## src/shared/lss_pkg.sv

```systemverilog
// Shared constants and types for the LED driver startup sequencer
package lss_pkg;

  // ==========================================================
  // Timing
  // ==========================================================
  localparam int unsigned CLK_HZ          = 10_000_000;
  localparam int unsigned DETECT_US       = 1500;   // LED short-check wait
  localparam int unsigned EN_OFF_MS       = 16;     // Enable-low shutdown
  localparam int unsigned CLEAR_MS        = 16;     // Dim-low fault clear
  localparam int unsigned SS_BASE_MS      = 8;
  localparam int unsigned SS_LONG_MS      = 16;
  localparam int unsigned DETECT_CYC      = DETECT_US * (CLK_HZ / 1_000_000);
  localparam int unsigned EN_OFF_CYC      = EN_OFF_MS * (CLK_HZ / 1000);
  localparam int unsigned CLEAR_CYC       = CLEAR_MS * (CLK_HZ / 1000);
  localparam int unsigned SS_BASE_CYC     = SS_BASE_MS * (CLK_HZ / 1000);
  localparam int unsigned SS_LONG_CYC     = SS_LONG_MS * (CLK_HZ / 1000);

  // Switching frequency limits, kHz; minimum sync pulse, ns
  localparam int unsigned FSW_MIN_KHZ     = 260;
  localparam int unsigned FSW_MAX_KHZ     = 2300;
  localparam int unsigned FOSC_CLAMP_KHZ  = 3500;
  localparam int unsigned SYNC_MIN_NS     = 150;

  // ==========================================================
  // Geometry
  // ==========================================================
  localparam int unsigned NCH             = 4;
  localparam int unsigned CNT_W           = 24;
  localparam int unsigned RAMP_W          = 8;
  localparam logic [RAMP_W-1:0] RAMP_RST  = 8'h00;

  // ==========================================================
  // Types
  // ==========================================================
  typedef enum logic [3:0] {
    ST_OFF     = 4'b0000,
    ST_CHECK   = 4'b0001,
    ST_GATE    = 4'b0010,
    ST_WAITDIM = 4'b0011,
    ST_DETECT  = 4'b0100,
    ST_SOFT    = 4'b0101,
    ST_RUN     = 4'b0110,
    ST_LATCH   = 4'b0111
  } lss_state_e;

  // LED pin comparator levels, one bit per channel
  typedef struct packed {
    logic [NCH-1:0] above_120mv;
    logic [NCH-1:0] above_340mv;
  } lss_led_sense_s;

  // Analog status flags fed in from comparators
  typedef struct packed {
    logic vin_uvlo_ok;
    logic gate_at_3v3;
    logic freq_program_pin_short;
    logic freq_program_pin_open;
    logic current_program_pin_short;
    logic current_program_pin_open;
    logic sync_seen;
    logic freq_program_pin_at_1v;
    logic out_short;
    logic out_above_uvp;
    logic out_above_93pct;
    logic freq_fault;
  } lss_analog_s;

endpackage : lss_pkg

```

## src/hdl/lss_sequencer.sv

```systemverilog
// Startup and fault sequencer for a four-channel boost LED driver
`timescale 1ns/1ns
`default_nettype none
// Overview of operation
// - Wait for supply lockout and enable high
// - Switch boost only after all safety checks
// - Enable low over 16 ms shuts down
// - Detection needs dimming high and gate ready
// - Wait 1.5 ms above 120 mV, then soft start
// - Classify pins: short, unused, active
// - Unused channels disabled and leave regulation
// - Shorted pin holds off soft start, auto-resume
// - Base variant flags short faults, keeps retrying
// - Fault release point depends on variant
// - Output below OUTPUT_UNDERVOLTAGE_FAULT level blocks soft start
// - Output undervoltage shuts down and latches
// - Supply drop or long enable-low clears latch
// - Long dimming-low clears latch, clock stays
// - Soft start ends at first of three
// - Fixed ramp over 8 or 16 ms
// - Enable starts regulator and clock; gate pull after checks pass
// - Clamp oscillator; shut down on freq-pin short
// - Held-low freq pin blocks power-up
// - Switching frequency between 260 kHz and 2.3 MHz
// - Boost and channels enabled only by dimming high
module lss_sequencer
  import lss_pkg::*;
#(
  parameter int unsigned EN_OFF_LIM = EN_OFF_CYC,
  parameter int unsigned CLEAR_LIM  = CLEAR_CYC,
  parameter int unsigned SS_BASE    = SS_BASE_CYC,
  parameter int unsigned SS_LONG    = SS_LONG_CYC,
  parameter bit          LONG_VAR   = 1'b0
)
(
  input  wire logic           sys_clk,
  input  wire logic           rst_b,
  input  wire logic           enable_in,
  input  wire logic           dim_in,
  input  wire lss_analog_s    analog,
  input  wire lss_led_sense_s led_sense,
  input  wire logic [NCH-1:0] ch_in_reg,
  output logic                regulator_on,
  output logic                clock_output_en,
  output logic                gate_pull_en,
  output logic                current_ref_en,
  output logic                boost_en,
  output logic                osc_clamp,
  output logic [NCH-1:0]      ch_enable,
  output logic [NCH-1:0]      ch_short,
  output logic [RAMP_W-1:0]   ramp_level,
  output logic                fault_n_o,
  output logic                fault_n_oe,
  output logic [3:0]          state_o
);

  // ==========================================================
  // State and timers
  // ==========================================================
  lss_state_e       state_q;
  lss_state_e       state_d;
  logic [NCH-1:0]   unused_q;
  logic [NCH-1:0]   short_q;
  logic             fault_q;
  logic [RAMP_W-1:0] ramp_q;
  logic             en_off_exp;
  logic             clr_exp;
  logic             det_exp;
  logic             ss_exp;
  logic [CNT_W-1:0] ss_cnt;
  logic [CNT_W-1:0] ss_lim;
  logic             checks_ok;
  logic             any_short;
  logic             freq_program_pin_block;
  logic             all_reg;
  logic             det_arm;

  assign ss_lim = LONG_VAR ? CNT_W'(SS_LONG) : CNT_W'(SS_BASE);
  assign any_short = |(~led_sense.above_120mv);
  // Held-low freq pin only passes once it floats up or sync appears
  assign freq_program_pin_block = analog.freq_program_pin_short && !(analog.freq_program_pin_at_1v || analog.sync_seen);
  assign checks_ok = !analog.out_short && !freq_program_pin_block && !analog.freq_program_pin_open &&
                     !analog.current_program_pin_short && !analog.current_program_pin_open;
  // Detection timer starts once every pin clears 120 mV
  assign det_arm = (state_q == ST_DETECT) && !any_short;
  assign all_reg = &(ch_in_reg | unused_q);

  lss_timer u_en_off (
    .sys_clk (sys_clk),
    .rst_b   (rst_b),
    .run     (!enable_in && (state_q != ST_OFF)),
    .limit   (CNT_W'(EN_OFF_LIM)),
    .expired (en_off_exp),
    .count   ()
  );

  lss_timer u_clear (
    .sys_clk (sys_clk),
    .rst_b   (rst_b),
    .run     (enable_in && !dim_in && (state_q == ST_LATCH)),
    .limit   (CNT_W'(CLEAR_LIM)),
    .expired (clr_exp),
    .count   ()
  );

  lss_timer u_detect (
    .sys_clk (sys_clk),
    .rst_b   (rst_b),
    .run     (det_arm),
    .limit   (CNT_W'(DETECT_CYC)),
    .expired (det_exp),
    .count   ()
  );

  lss_timer u_soft (
    .sys_clk (sys_clk),
    .rst_b   (rst_b),
    .run     (state_q == ST_SOFT),
    .limit   (ss_lim),
    .expired (ss_exp),
    .count   (ss_cnt)
  );

  // ==========================================================
  // Sequence
  // ==========================================================
  always_comb
  begin
    state_d = state_q;
    case (state_q)
      ST_OFF:
        if (analog.vin_uvlo_ok && enable_in)
          state_d = ST_CHECK;
      ST_CHECK:
        if (checks_ok)
          state_d = ST_GATE;
      ST_GATE:
        if (analog.gate_at_3v3)
          state_d = ST_WAITDIM;
      ST_WAITDIM:
        if (dim_in && checks_ok)
          state_d = ST_DETECT;
      ST_DETECT:
        if (!analog.out_above_uvp && det_exp)
          state_d = ST_LATCH;
        else if (det_exp && checks_ok)
          state_d = ST_SOFT;
      ST_SOFT:
        if (!analog.out_above_uvp && ss_exp)
          state_d = ST_LATCH;
        else if (all_reg || analog.out_above_93pct || ss_exp)
          state_d = ST_RUN;
      ST_RUN:
        state_d = ST_RUN;
      ST_LATCH:
        if (clr_exp)
          state_d = ST_CHECK;
      default:
        state_d = ST_OFF;
    endcase
    // Supply loss or long enable-low override all; shorted freq pin without sync forces check except in off, check or latch
    if (!analog.vin_uvlo_ok || en_off_exp)
      state_d = ST_OFF;
    else if (analog.freq_program_pin_short && !analog.sync_seen && state_q != ST_OFF &&
             state_q != ST_CHECK && state_q != ST_LATCH)
      state_d = ST_CHECK;
  end

  always_ff @(posedge sys_clk or negedge rst_b)
  begin
    if (!rst_b)
      state_q <= ST_OFF;
    else
      state_q <= state_d;
  end

  // ==========================================================
  // Channel classification
  // ==========================================================
  // Unused: above 120 mV yet below 340 mV (resistor-terminated pin)
  generate
    for (genvar i = 0; i < NCH; i++)
    begin : g_ch
      always_ff @(posedge sys_clk or negedge rst_b)
      begin
        if (!rst_b)
        begin
          unused_q[i] <= 1'b0;
          short_q[i]  <= 1'b0;
        end
        else if (state_q == ST_OFF || state_q == ST_WAITDIM)
        begin
          unused_q[i] <= 1'b0;
          short_q[i]  <= 1'b0;
        end
        else if (state_q == ST_DETECT)
        begin
          short_q[i] <= !led_sense.above_120mv[i];
          if (det_exp)
            unused_q[i] <= !led_sense.above_340mv[i];
        end
      end
    end
  endgenerate

  // ==========================================================
  // Fault output
  // ==========================================================
  // Long variant does not flag LED shorts; it only releases early
  always_ff @(posedge sys_clk or negedge rst_b)
  begin
    if (!rst_b)
      fault_q <= 1'b0;
    else if (state_q == ST_OFF || state_d == ST_OFF)
      fault_q <= 1'b0;
    else if (state_d == ST_LATCH || state_q == ST_LATCH)
      fault_q <= 1'b1;
    else if ((analog.freq_program_pin_short && !analog.sync_seen) || analog.current_program_pin_short)
      fault_q <= 1'b1;
    else if (!LONG_VAR && state_q == ST_DETECT && any_short)
      fault_q <= 1'b1;
    else if (!LONG_VAR && state_q == ST_DETECT && det_exp)
      fault_q <= 1'b0;
    else if (LONG_VAR && state_q == ST_WAITDIM && state_d == ST_DETECT)
      fault_q <= 1'b0;
    else if (state_q == ST_RUN || state_q == ST_SOFT)
      fault_q <= 1'b0;
  end

  // ==========================================================
  // Soft-start ramp
  // ==========================================================
  // Ramp target is a fraction of the overvoltage set point
  always_ff @(posedge sys_clk or negedge rst_b)
  begin
    if (!rst_b)
      ramp_q <= RAMP_RST;
    else if (state_q == ST_SOFT)
      ramp_q <= RAMP_W'((ss_cnt * 32'(2**RAMP_W - 1)) / ss_lim);
    else if (state_q == ST_RUN)
      ramp_q <= '1;
    else
      ramp_q <= RAMP_RST;
  end

  // ==========================================================
  // Outputs
  // ==========================================================
  assign regulator_on    = (state_q != ST_OFF);
  assign clock_output_en = (state_q != ST_OFF);
  assign gate_pull_en    = (state_q != ST_OFF) && (state_q != ST_LATCH) &&
                           (state_q != ST_CHECK);
  assign current_ref_en  = (state_q == ST_WAITDIM) || (state_q == ST_DETECT) ||
                           (state_q == ST_SOFT) || (state_q == ST_RUN);
  assign boost_en        = ((state_q == ST_SOFT) || (state_q == ST_RUN)) &&
                           dim_in && enable_in;
  assign ch_enable       = boost_en ? ~unused_q : '0;
  assign ch_short        = short_q;
  assign ramp_level      = ramp_q;
  assign osc_clamp       = analog.freq_fault;
  assign fault_n_o       = 1'b0;
  assign fault_n_oe      = fault_q;
  assign state_o         = state_q;

  // ==========================================================
  // Checks
  // ==========================================================
  boost_gate_a: assert property (@(posedge sys_clk) disable iff (!rst_b)
    boost_en |-> (state_q == ST_SOFT || state_q == ST_RUN) && dim_in)
    else $error("boost on outside soft start or run");

  start_cond_a: assert property (@(posedge sys_clk) disable iff (!rst_b)
    (state_q == ST_OFF && state_d == ST_CHECK) |-> analog.vin_uvlo_ok && enable_in)
    else $error("left off without supply and enable");

  detect_entry_a: assert property (@(posedge sys_clk) disable iff (!rst_b)
    (state_q == ST_WAITDIM) ##1 (state_q == ST_DETECT) |-> $past(dim_in))
    else $error("detection began without dimming high");

  enable_off_a: assert property (@(posedge sys_clk) disable iff (!rst_b)
    en_off_exp |=> state_q == ST_OFF)
    else $error("no shutdown after long enable low");

  short_hold_a: assert property (@(posedge sys_clk) disable iff (!rst_b)
    (state_q == ST_DETECT && any_short) |=> state_q != ST_SOFT)
    else $error("soft start despite shorted pin");

  latch_hold_a: assert property (@(posedge sys_clk) disable iff (!rst_b)
    (state_q == ST_LATCH && !clr_exp && analog.vin_uvlo_ok && !en_off_exp)
    |=> state_q == ST_LATCH)
    else $error("latched fault left early");

  latch_flag_a: assert property (@(posedge sys_clk) disable iff (!rst_b)
    state_q == ST_LATCH |-> fault_n_oe)
    else $error("latched fault not flagged");

  soft_end_a: assert property (@(posedge sys_clk) disable iff (!rst_b)
    (state_q == ST_SOFT && ss_exp && analog.out_above_uvp && analog.vin_uvlo_ok
     && !en_off_exp && !(analog.freq_program_pin_short && !analog.sync_seen))
    |=> state_q == ST_RUN)
    else $error("soft start outlived its timer");

  unused_off_a: assert property (@(posedge sys_clk) disable iff (!rst_b)
    (ch_enable & unused_q) == '0)
    else $error("unused channel enabled");

  clock_run_a: assert property (@(posedge sys_clk) disable iff (!rst_b)
    state_q == ST_LATCH |-> clock_output_en)
    else $error("clock stopped while latched");

  short_flag_a: assert property (@(posedge sys_clk) disable iff (!rst_b)
    (!LONG_VAR && state_q == ST_DETECT && any_short && analog.vin_uvlo_ok && !en_off_exp)
    |=> fault_n_oe)
    else $error("shorted pin not flagged");

  fault_release_a: assert property (@(posedge sys_clk) disable iff (!rst_b)
    (!LONG_VAR && state_q == ST_DETECT && det_exp && state_d == ST_SOFT &&
     !analog.freq_program_pin_short && !analog.current_program_pin_short) |=> !fault_n_oe)
    else $error("fault held past detection end");

  long_release_a: assert property (@(posedge sys_clk) disable iff (!rst_b)
    (LONG_VAR && state_q == ST_WAITDIM && state_d == ST_DETECT &&
     !analog.freq_program_pin_short && !analog.current_program_pin_short) |=> !fault_n_oe)
    else $error("fault held past detection start");

  uvp_latch_a: assert property (@(posedge sys_clk) disable iff (!rst_b)
    (state_q == ST_DETECT && det_exp && !analog.out_above_uvp && analog.vin_uvlo_ok &&
     !en_off_exp && !(analog.freq_program_pin_short && !analog.sync_seen)) |=> state_q == ST_LATCH)
    else $error("low output did not latch");

  supply_clear_a: assert property (@(posedge sys_clk) disable iff (!rst_b)
    !analog.vin_uvlo_ok |=> state_q == ST_OFF && !fault_n_oe)
    else $error("supply loss left fault or state active");

  ramp_full_a: assert property (@(posedge sys_clk) disable iff (!rst_b)
    state_q == ST_RUN |=> ramp_level == '1)
    else $error("ramp not at full scale in run");

endmodule : lss_sequencer
`default_nettype wire

```

## src/hdl/lss_timer.sv

```systemverilog
// Saturating up-counter with a limit compare, used for every sequencer delay
`timescale 1ns/1ns
`default_nettype none
module lss_timer
  import lss_pkg::*;
(
  input  wire logic             sys_clk,
  input  wire logic             rst_b,
  input  wire logic             run,
  input  wire logic [CNT_W-1:0] limit,
  output logic                  expired,
  output logic [CNT_W-1:0]      count
);

  logic [CNT_W-1:0] cnt_q;

  // Counts up to limit while run is high; clears on the next clock edge after run drops
  always_ff @(posedge sys_clk or negedge rst_b)
  begin
    if (!rst_b)
      cnt_q <= '0;
    else if (!run)
      cnt_q <= '0;
    else if (cnt_q < limit)
      cnt_q <= cnt_q + 1'b1;
  end

  assign expired = run && (cnt_q >= limit);
  assign count   = cnt_q;

endmodule : lss_timer
`default_nettype wire

```

## config.mk

```make
export PLATFORM = sky130hd
export DESIGN_NAME = lss_sequencer
export DESIGN_NICKNAME = d
export VERILOG_FILES = /design/src/shared/lss_pkg.sv /design/src/hdl/lss_sequencer.sv /design/src/hdl/lss_timer.sv
export SDC_FILE = /design/constraint.sdc
export NUM_CORES = 1
export LEC_CHECK = 0
export BUFFER_PORTS_ARGS = -buffer_cell sky130_fd_sc_hd__buf_2
export CAP_MARGIN = 30
export CORE_AREA = 2 2 148 222
export CTS_CLUSTER_DIAMETER = 50
export CTS_CLUSTER_SIZE = 14
export DETAILED_ROUTE_END_ITERATION = 12
export DIE_AREA = 0 0 150 224
export PLACE_DENSITY = 0.71
export SYNTH_ARGS = -nofsm -noshare
export SYNTH_HDL_FRONTEND = slang
export SYNTH_SLANG_ARGS = --single-unit
```

## constraint.sdc

```tcl
create_clock -name sys_clk -period 34.1 [get_ports sys_clk]
set_input_delay 1.705 -clock sys_clk [delete_from_list [all_inputs] [get_ports sys_clk]]
set_output_delay 1.705 -clock sys_clk [all_outputs]
set_load 0.01 [all_outputs]
```

==> results of run 1 <==
## path summary, 6_finish.rpt
path | start | end | cells after the start
worst max-delay path | u_soft.count[3]$_DFFE_PN0P_ | ramp_level[0]$_DFF_PN0_ | 62
max in group asynchronous | rst_b | u_detect.count[3]$_DFFE_PN0P_ | 2
worst min register to register | u_en_off.count[19]$_DFFE_PN0P_ | u_en_off.count[19]$_DFFE_PN0P_ | 1
worst min-delay path | u_en_off.count[19]$_DFFE_PN0P_ | u_en_off.count[19]$_DFFE_PN0P_ | 1
min in group asynchronous | rst_b | u_en_off.count[9]$_DFFE_PN0P_ | 1
worst max register to register | u_soft.count[3]$_DFFE_PN0P_ | ramp_level[0]$_DFF_PN0_ | 62
## layer usage
layer  vias to the layer above  wire (um)  global-route usage (%)
met3                       142       1480                    2.81
met4                         0       1910                    12.8
met2                       445      24400                    52.3
met5                         -          0                       0
met1                      7549      16600                    28.7
li1                       7436          -                       -
## critical path: cells and delay by family (launching register included)
family                     cells  cell delay [ns]
buffers and inverters          5             0.63
and+or+nand+nor               13             4.10
AOI/OAI and AO/OA             35            11.26
DFF                            1             0.50
xor gates and xnor gates       2             0.66
muxes                          2             0.54
adders and majority gates      5             2.56
## sequential cells by signal (all words and copies together), names as in the netlist
name	count
fault_n_oe	1
u_detect.count	24
u_clear.count	24
u_soft.count	24
ch_short	4
unused_q	4
ramp_level	8
state_o	4
u_en_off.count	24
## report_power, final
group | internal, uW | total [uW] | switching (uW)
registers | 139 | 140 | 0.784
logic | 2.88 | 8.81 | 5.93
clock network | 110 | 181 | 71.6
## cell type report
cell class / instances / share of cell area, %
Sequential cell: 117 / 16.1
Tap cell: 410 / 2.82
Multi-Input combinational cell: 1686 / 72.1
Clock buffer: 18 / 2.36
Clock inverter: 14 / 0.941
Inverter: 189 / 3.89
Timing Repair Buffer: 62 / 1.85
## stage by stage
stage               hold WS, ns  worst slack (ns)  cells  cell area [sq um]
floorplan                 0.444             17.41   2057              17200
detailed placement        0.468             14.08   2464              17600
global placement          0.462             14.29   2462              17600
global route              0.508             12.20   2496              18200
finish                    0.478             13.69   2496              18200
CTS                       0.481             13.95   2496              18200
## Yosys cell counts, drive strengths merged, types with 46 or more instances
cell type / number / area share [%]
buf: 48 / 1.9
xnor2: 93 / 5.1
fa: 110 / 13
nand3: 79 / 2.3
nor3: 52 / 1.6
nor2: 218 / 4.8
inv: 189 / 4.1
and2: 46 / 1.7
o21ai: 104 / 3.3
xor2: 64 / 3.3
dfrtp: 117 / 17
nand2: 153 / 3.3
a21oi: 102 / 3.2
ha: 92 / 6.7
## cell families (layout without fill, tap and decap cells)
kind of cell / count (synthesis) / count (layout) / synth area share, %
compound gates: 548 / 548 / 24.7
fa+ha+maj: 205 / 205 / 19.7
mux: 36 / 36 / 2.25
flops: 117 / 117 / 17.1
buf+inv: 254 / 283 / 6.41
other cells: 1 / 2 / 0.0219
simple gates: 738 / 738 / 21.4
xor+xnor: 157 / 157 / 8.37
==> run metrics, run 1 <==
status complete, no violations; Post-CTS Hold Fix Bufs 0; Max Cap Viol 0; number of remaining DRC errors 0; Setup Fix Bufs, Post-CTS 0; slowest cell delay on critical path 0.95 ns; Synth Register Bits 117; arrival time at the worst endpoint 20.68 ns; FF-to-FF setup slack 13.69 ns; RSZ-0062 raised after global routing false; initial core utilization 54.2%; fmax 49.0 MHz; Tmin final 20.41 ns; clock latency on the worst-skew pair 0.43 ns; Seq. cell area 2930 sq um; CP Launch Type register; CTS Root Cell clkbuf_16; Die X 150 um; # setup viols final 0; Slew headroom 28.8%; Critical Path Most Common Cell a21o_1; area of the die 33600 sq um; DP HPWL 35.4 mm; Req. time, crit path 34.38 ns; Fin. Hold Viols 0; Final period util 59.8%; Post-Syn Area 17100 sq um; Worst Tran Pin Value 1.06 ns; CTS sink count 117; post-route clock skew 0.0108 ns; critical path class register to register; antenna viol nets, final 0; final WL 44.3 mm; Final Util 57.6%; initial drt markers 792; I/O Buffers 52; post-route setup TNS 0 ns; CTS tree done; H-tree depth 4; mean post-synth cell area 8.34 sq um; IO Count 56; VDD IR max 29.6 uV; P_leak 0.00813 uW; grt ovf 0; vias per cell 6.24; DRT Pass-1 Iters 5; EDFF count, synth 0; CP max FO 13; GPL Wtd Cong 0.966; Site Rows 80; Filler Cell Count 2866; clock-pin slew on the worst setup and hold paths 0.06 ns; fraction of layout cells with a size suffix above 1 9.83%; Max Slew Vio Count 0; n_diodes 0; largest net degree at the start of global routing 72; Total Nets Final 2303; Synth async-reset ratio 100%; drt wl/cell 17.8 um; Synth Instances 2056; HP Class register to register; sequential fraction of the synthesis area 17.1%; footprint of the multi-input gates 13100 sq um; clk buf depth 2; first-pass GRT wire length 75.0 mm; top_reg_cell synth dfrtp_1; core box area 31600 sq um; gr usage total 27.1%; total power 330 uW; antenna violations before repair 0; commonest non-fill, non-tap cell in the layout nor2_1; Die Ht 224 um; commonest cells after routing, fill and taps aside 215 x nor2_1, 189 x inv_1, 153 x nand2_1; Synth cell types 131; Critical Path Slowest Stage Cell o41ai_2; Synth Warn # 0; routed vias 15600; Area Overhead vs Synth 6.26%; vias in the first global route 15800; Num CTS Buffers 17; quantity of gates resized following cts 0; Cell Pwr Density 18.1 nW/um^2; CP Capture Type register
Power figures use the tool's default switching activity.
==> run 2, diff against run 1 <==
--- a/config.mk
+++ b/config.mk
@@ -12,7 +12,7 @@
 export CTS_CLUSTER_SIZE = 14
 export DETAILED_ROUTE_END_ITERATION = 12
 export DIE_AREA = 0 0 150 224
-export PLACE_DENSITY = 0.71
+export PLACE_DENSITY = 0.74
 export SYNTH_ARGS = -nofsm -noshare
 export SYNTH_HDL_FRONTEND = slang
 export SYNTH_SLANG_ARGS = --single-unit
==> constraint.sdc (replaced) <==
create_clock -name sys_clk -period 18.55 [get_ports sys_clk]
set_input_delay 0.9275 -clock sys_clk [delete_from_list [all_inputs] [get_ports sys_clk]]
set_output_delay 0.9275 -clock sys_clk [all_outputs]
set_load 0.01 [all_outputs]
==> run metrics, run 2 (synthesized netlist as in run 1, its figures left out) <==
largest net degree at the start of global routing 79 (was 72); Fin. Hold Viols 0 (unchanged); I/O Buffers 52 (unchanged); initial drt markers 779 (was 792); Final Util 61.1% (was 57.6%); commonest cells after routing, fill and taps aside 213 x nor2_1, 187 x inv_1, 151 x nand2_1 (was 215 x nor2_1, 189 x inv_1, 153 x nand2_1); Final period util 96.5% (was 59.8%); Req. time, crit path 18.81 ns (was 34.38 ns); status complete, no violations (unchanged); antenna violations before repair 0 (unchanged); CP Launch Type register (unchanged); fin area 19300 sq um (was 18200 sq um); clock latency on the worst-skew pair 0.41 ns (was 0.43 ns); IO Count 56 (unchanged); clock-pin slew on the worst setup and hold paths 0.06 ns (about the same); Seq. cell area 2950 sq um (was 2930 sq um); # setup viols final 0 (unchanged); Critical Path Slowest Stage Cell or4_4 (was o41ai_2); CTS sink count 117 (unchanged); part of the power in registers 43.7% (was 42.4%); post-route setup TNS 0 ns (unchanged); footprint of the multi-input gates 13700 sq um (was 13100 sq um); Area Overhead vs Synth 12.7% (was 6.26%); CTS Root Cell clkbuf_16 (unchanged); Die X 150 um (unchanged); H-tree depth 4 (unchanged); CP max FO 11 (was 13); clk buf depth 2 (unchanged); HP Class input pin to asynchronous set/reset pin (was register to register); CTS tree done (unchanged); Power Internal 450 uW (was 252 uW); vias per cell 6.18 (was 6.24); Cell Pwr Density 30.5 nW/um^2 (was 18.1 nW/um^2); gr usage total 27.4% (was 27.1%); final WL 45.6 mm (was 44.3 mm); arrival time at the worst endpoint 18.15 ns (was 20.68 ns); area of the die 33600 sq um (unchanged); number of remaining DRC errors 0 (unchanged); area post-placement 18000 sq um (was 17600 sq um); Max Slew Vio Count 0 (unchanged); post-route clock skew 0.0144 ns (was 0.0108 ns); core box area 31600 sq um (unchanged); Worst Tran Pin Value 1.00 ns (was 1.06 ns); Slew headroom 32.4% (was 28.8%); Site Rows 80 (unchanged); DP HPWL 36.2 mm (was 35.4 mm); DRT Pass-1 Iters 5 (unchanged); sw frac 23.7% (about the same); n_diodes 0 (unchanged); GPL Wtd Cong 0.965 (was 0.966); NetSw 140 uW (was 78.3 uW); antenna viol nets, final 0 (unchanged); Comb power frac 2.9% (was 2.7%); VDD IR max 58.8 uV (was 29.6 uV); P_leak 0.00856 uW (was 0.00813 uW); grt ovf 0 (unchanged); Die Ht 224 um (unchanged); slowest cell delay on critical path 0.61 ns (was 0.95 ns); fmax 55.9 MHz (was 49.0 MHz); routed vias 15900 (was 15600); initial core utilization 54.2% (unchanged); critical path class register to register (unchanged); commonest non-fill, non-tap cell in the layout nor2_1 (unchanged); Post-CTS Hold Fix Bufs 0 (unchanged); first-pass GRT wire length 76.7 mm (was 75.0 mm); Non-Filler Instances 2566 (was 2496); placed cell count 2511 (was 2464); Filler Cell Count 2718 (was 2866); fraction of layout cells with a size suffix above 1 16.6% (was 9.83%); clock share of power 53.4% (was 54.9%); Max Cap Viol 0 (unchanged); Critical Path Most Common Cell fa_1 (was a21o_1); Total Nets Final 2373 (was 2303); vias in the first global route 16300 (was 15800); Num CTS Buffers 17 (unchanged); CP Capture Type register (unchanged); Tmin final 17.89 ns (was 20.41 ns); drt wl/cell 17.8 um (about the same); FF-to-FF setup slack 0.66 ns (was 13.69 ns)
==> run 2: final cells by class <==
| type | count | share of cell area, % |
|---|---|---|
| inverter | 189 | 3.69 |
| tap | 410 | 2.65 |
| clock inverter | 14 | 0.738 |
| timing repair buffer | 132 | 4.70 |
| multi-input combinational | 1686 | 70.8 |
| sequential | 117 | 15.2 |
| clock buffer | 18 | 2.22 |
==> run 2: worst paths after layout <==
check	cells after the start	start	endpoint
hold / removal	1	rst_b	u_detect.count[21]$_DFFE_PN0P_
min in group sys_clk	1	u_detect.count[22]$_DFFE_PN0P_	u_detect.count[22]$_DFFE_PN0P_
setup / recovery	65	u_soft.count[5]$_DFFE_PN0P_	ramp_level[0]$_DFF_PN0_
max in group asynchronous	3	rst_b	u_soft.count[5]$_DFFE_PN0P_
setup reg to reg	65	u_soft.count[5]$_DFFE_PN0P_	ramp_level[0]$_DFF_PN0_
hold reg to reg	1	u_detect.count[22]$_DFFE_PN0P_	u_detect.count[22]$_DFFE_PN0P_
==> run 2: power by group through the flow <==
stage / registers, uW / clock network (uW) / logic, uW
after CTS: 257 / 320 / 16.9
after global routing: 257 / 333 / 19.7
after global placement: 262 / 0 / 16.4
after detailed placement: 262 / 0 / 16.7
final: 257 / 315 / 17.4
after floorplan: 261 / 0 / 7.22
==> run 2: through the flow <==
step / setup WS [ns] / total power (uW) / hold slack (ns)
finish: 0.658 / 589 / 0.486
global placement: 0.190 / 278 / 0.460
global route: -0.196 / 610 / 0.501
detailed placement: -0.342 / 279 / 0.463
floorplan: 1.86 / 269 / 0.444
CTS: 0.0345 / 594 / 0.493
==> run 2: repair_timing <==
| action | CTS | global route |
|---|---|---|
| setup endpoints to repair | 1 | 3 |
| pin swaps | 1 | 19 |
| buffers inserted | 0 | 22 |
| gates cloned | 0 | 0 |
| gates resized for setup | 7 | 105 |
==> run 2: critical path, delay by kind of cell, from the launching register on <==
kind	cells	cell delay [ns]
fa+ha+maj	5	2.51
buf+inv	8	1.08
xor+xnor	5	1.26
simple gates	11	3.27
flops	1	0.46
compound gates	33	8.21
mux	3	0.92
==> run 2: routing by layer <==
metal  GRT usage, %  vias up  share of wire [%]
met3           2.81      176                3.1
met2           52.4      470                 54
met5              0        -                  0
met1           29.5     7642                 38
li1               -     7566                  -
met4           12.9        0                5.0
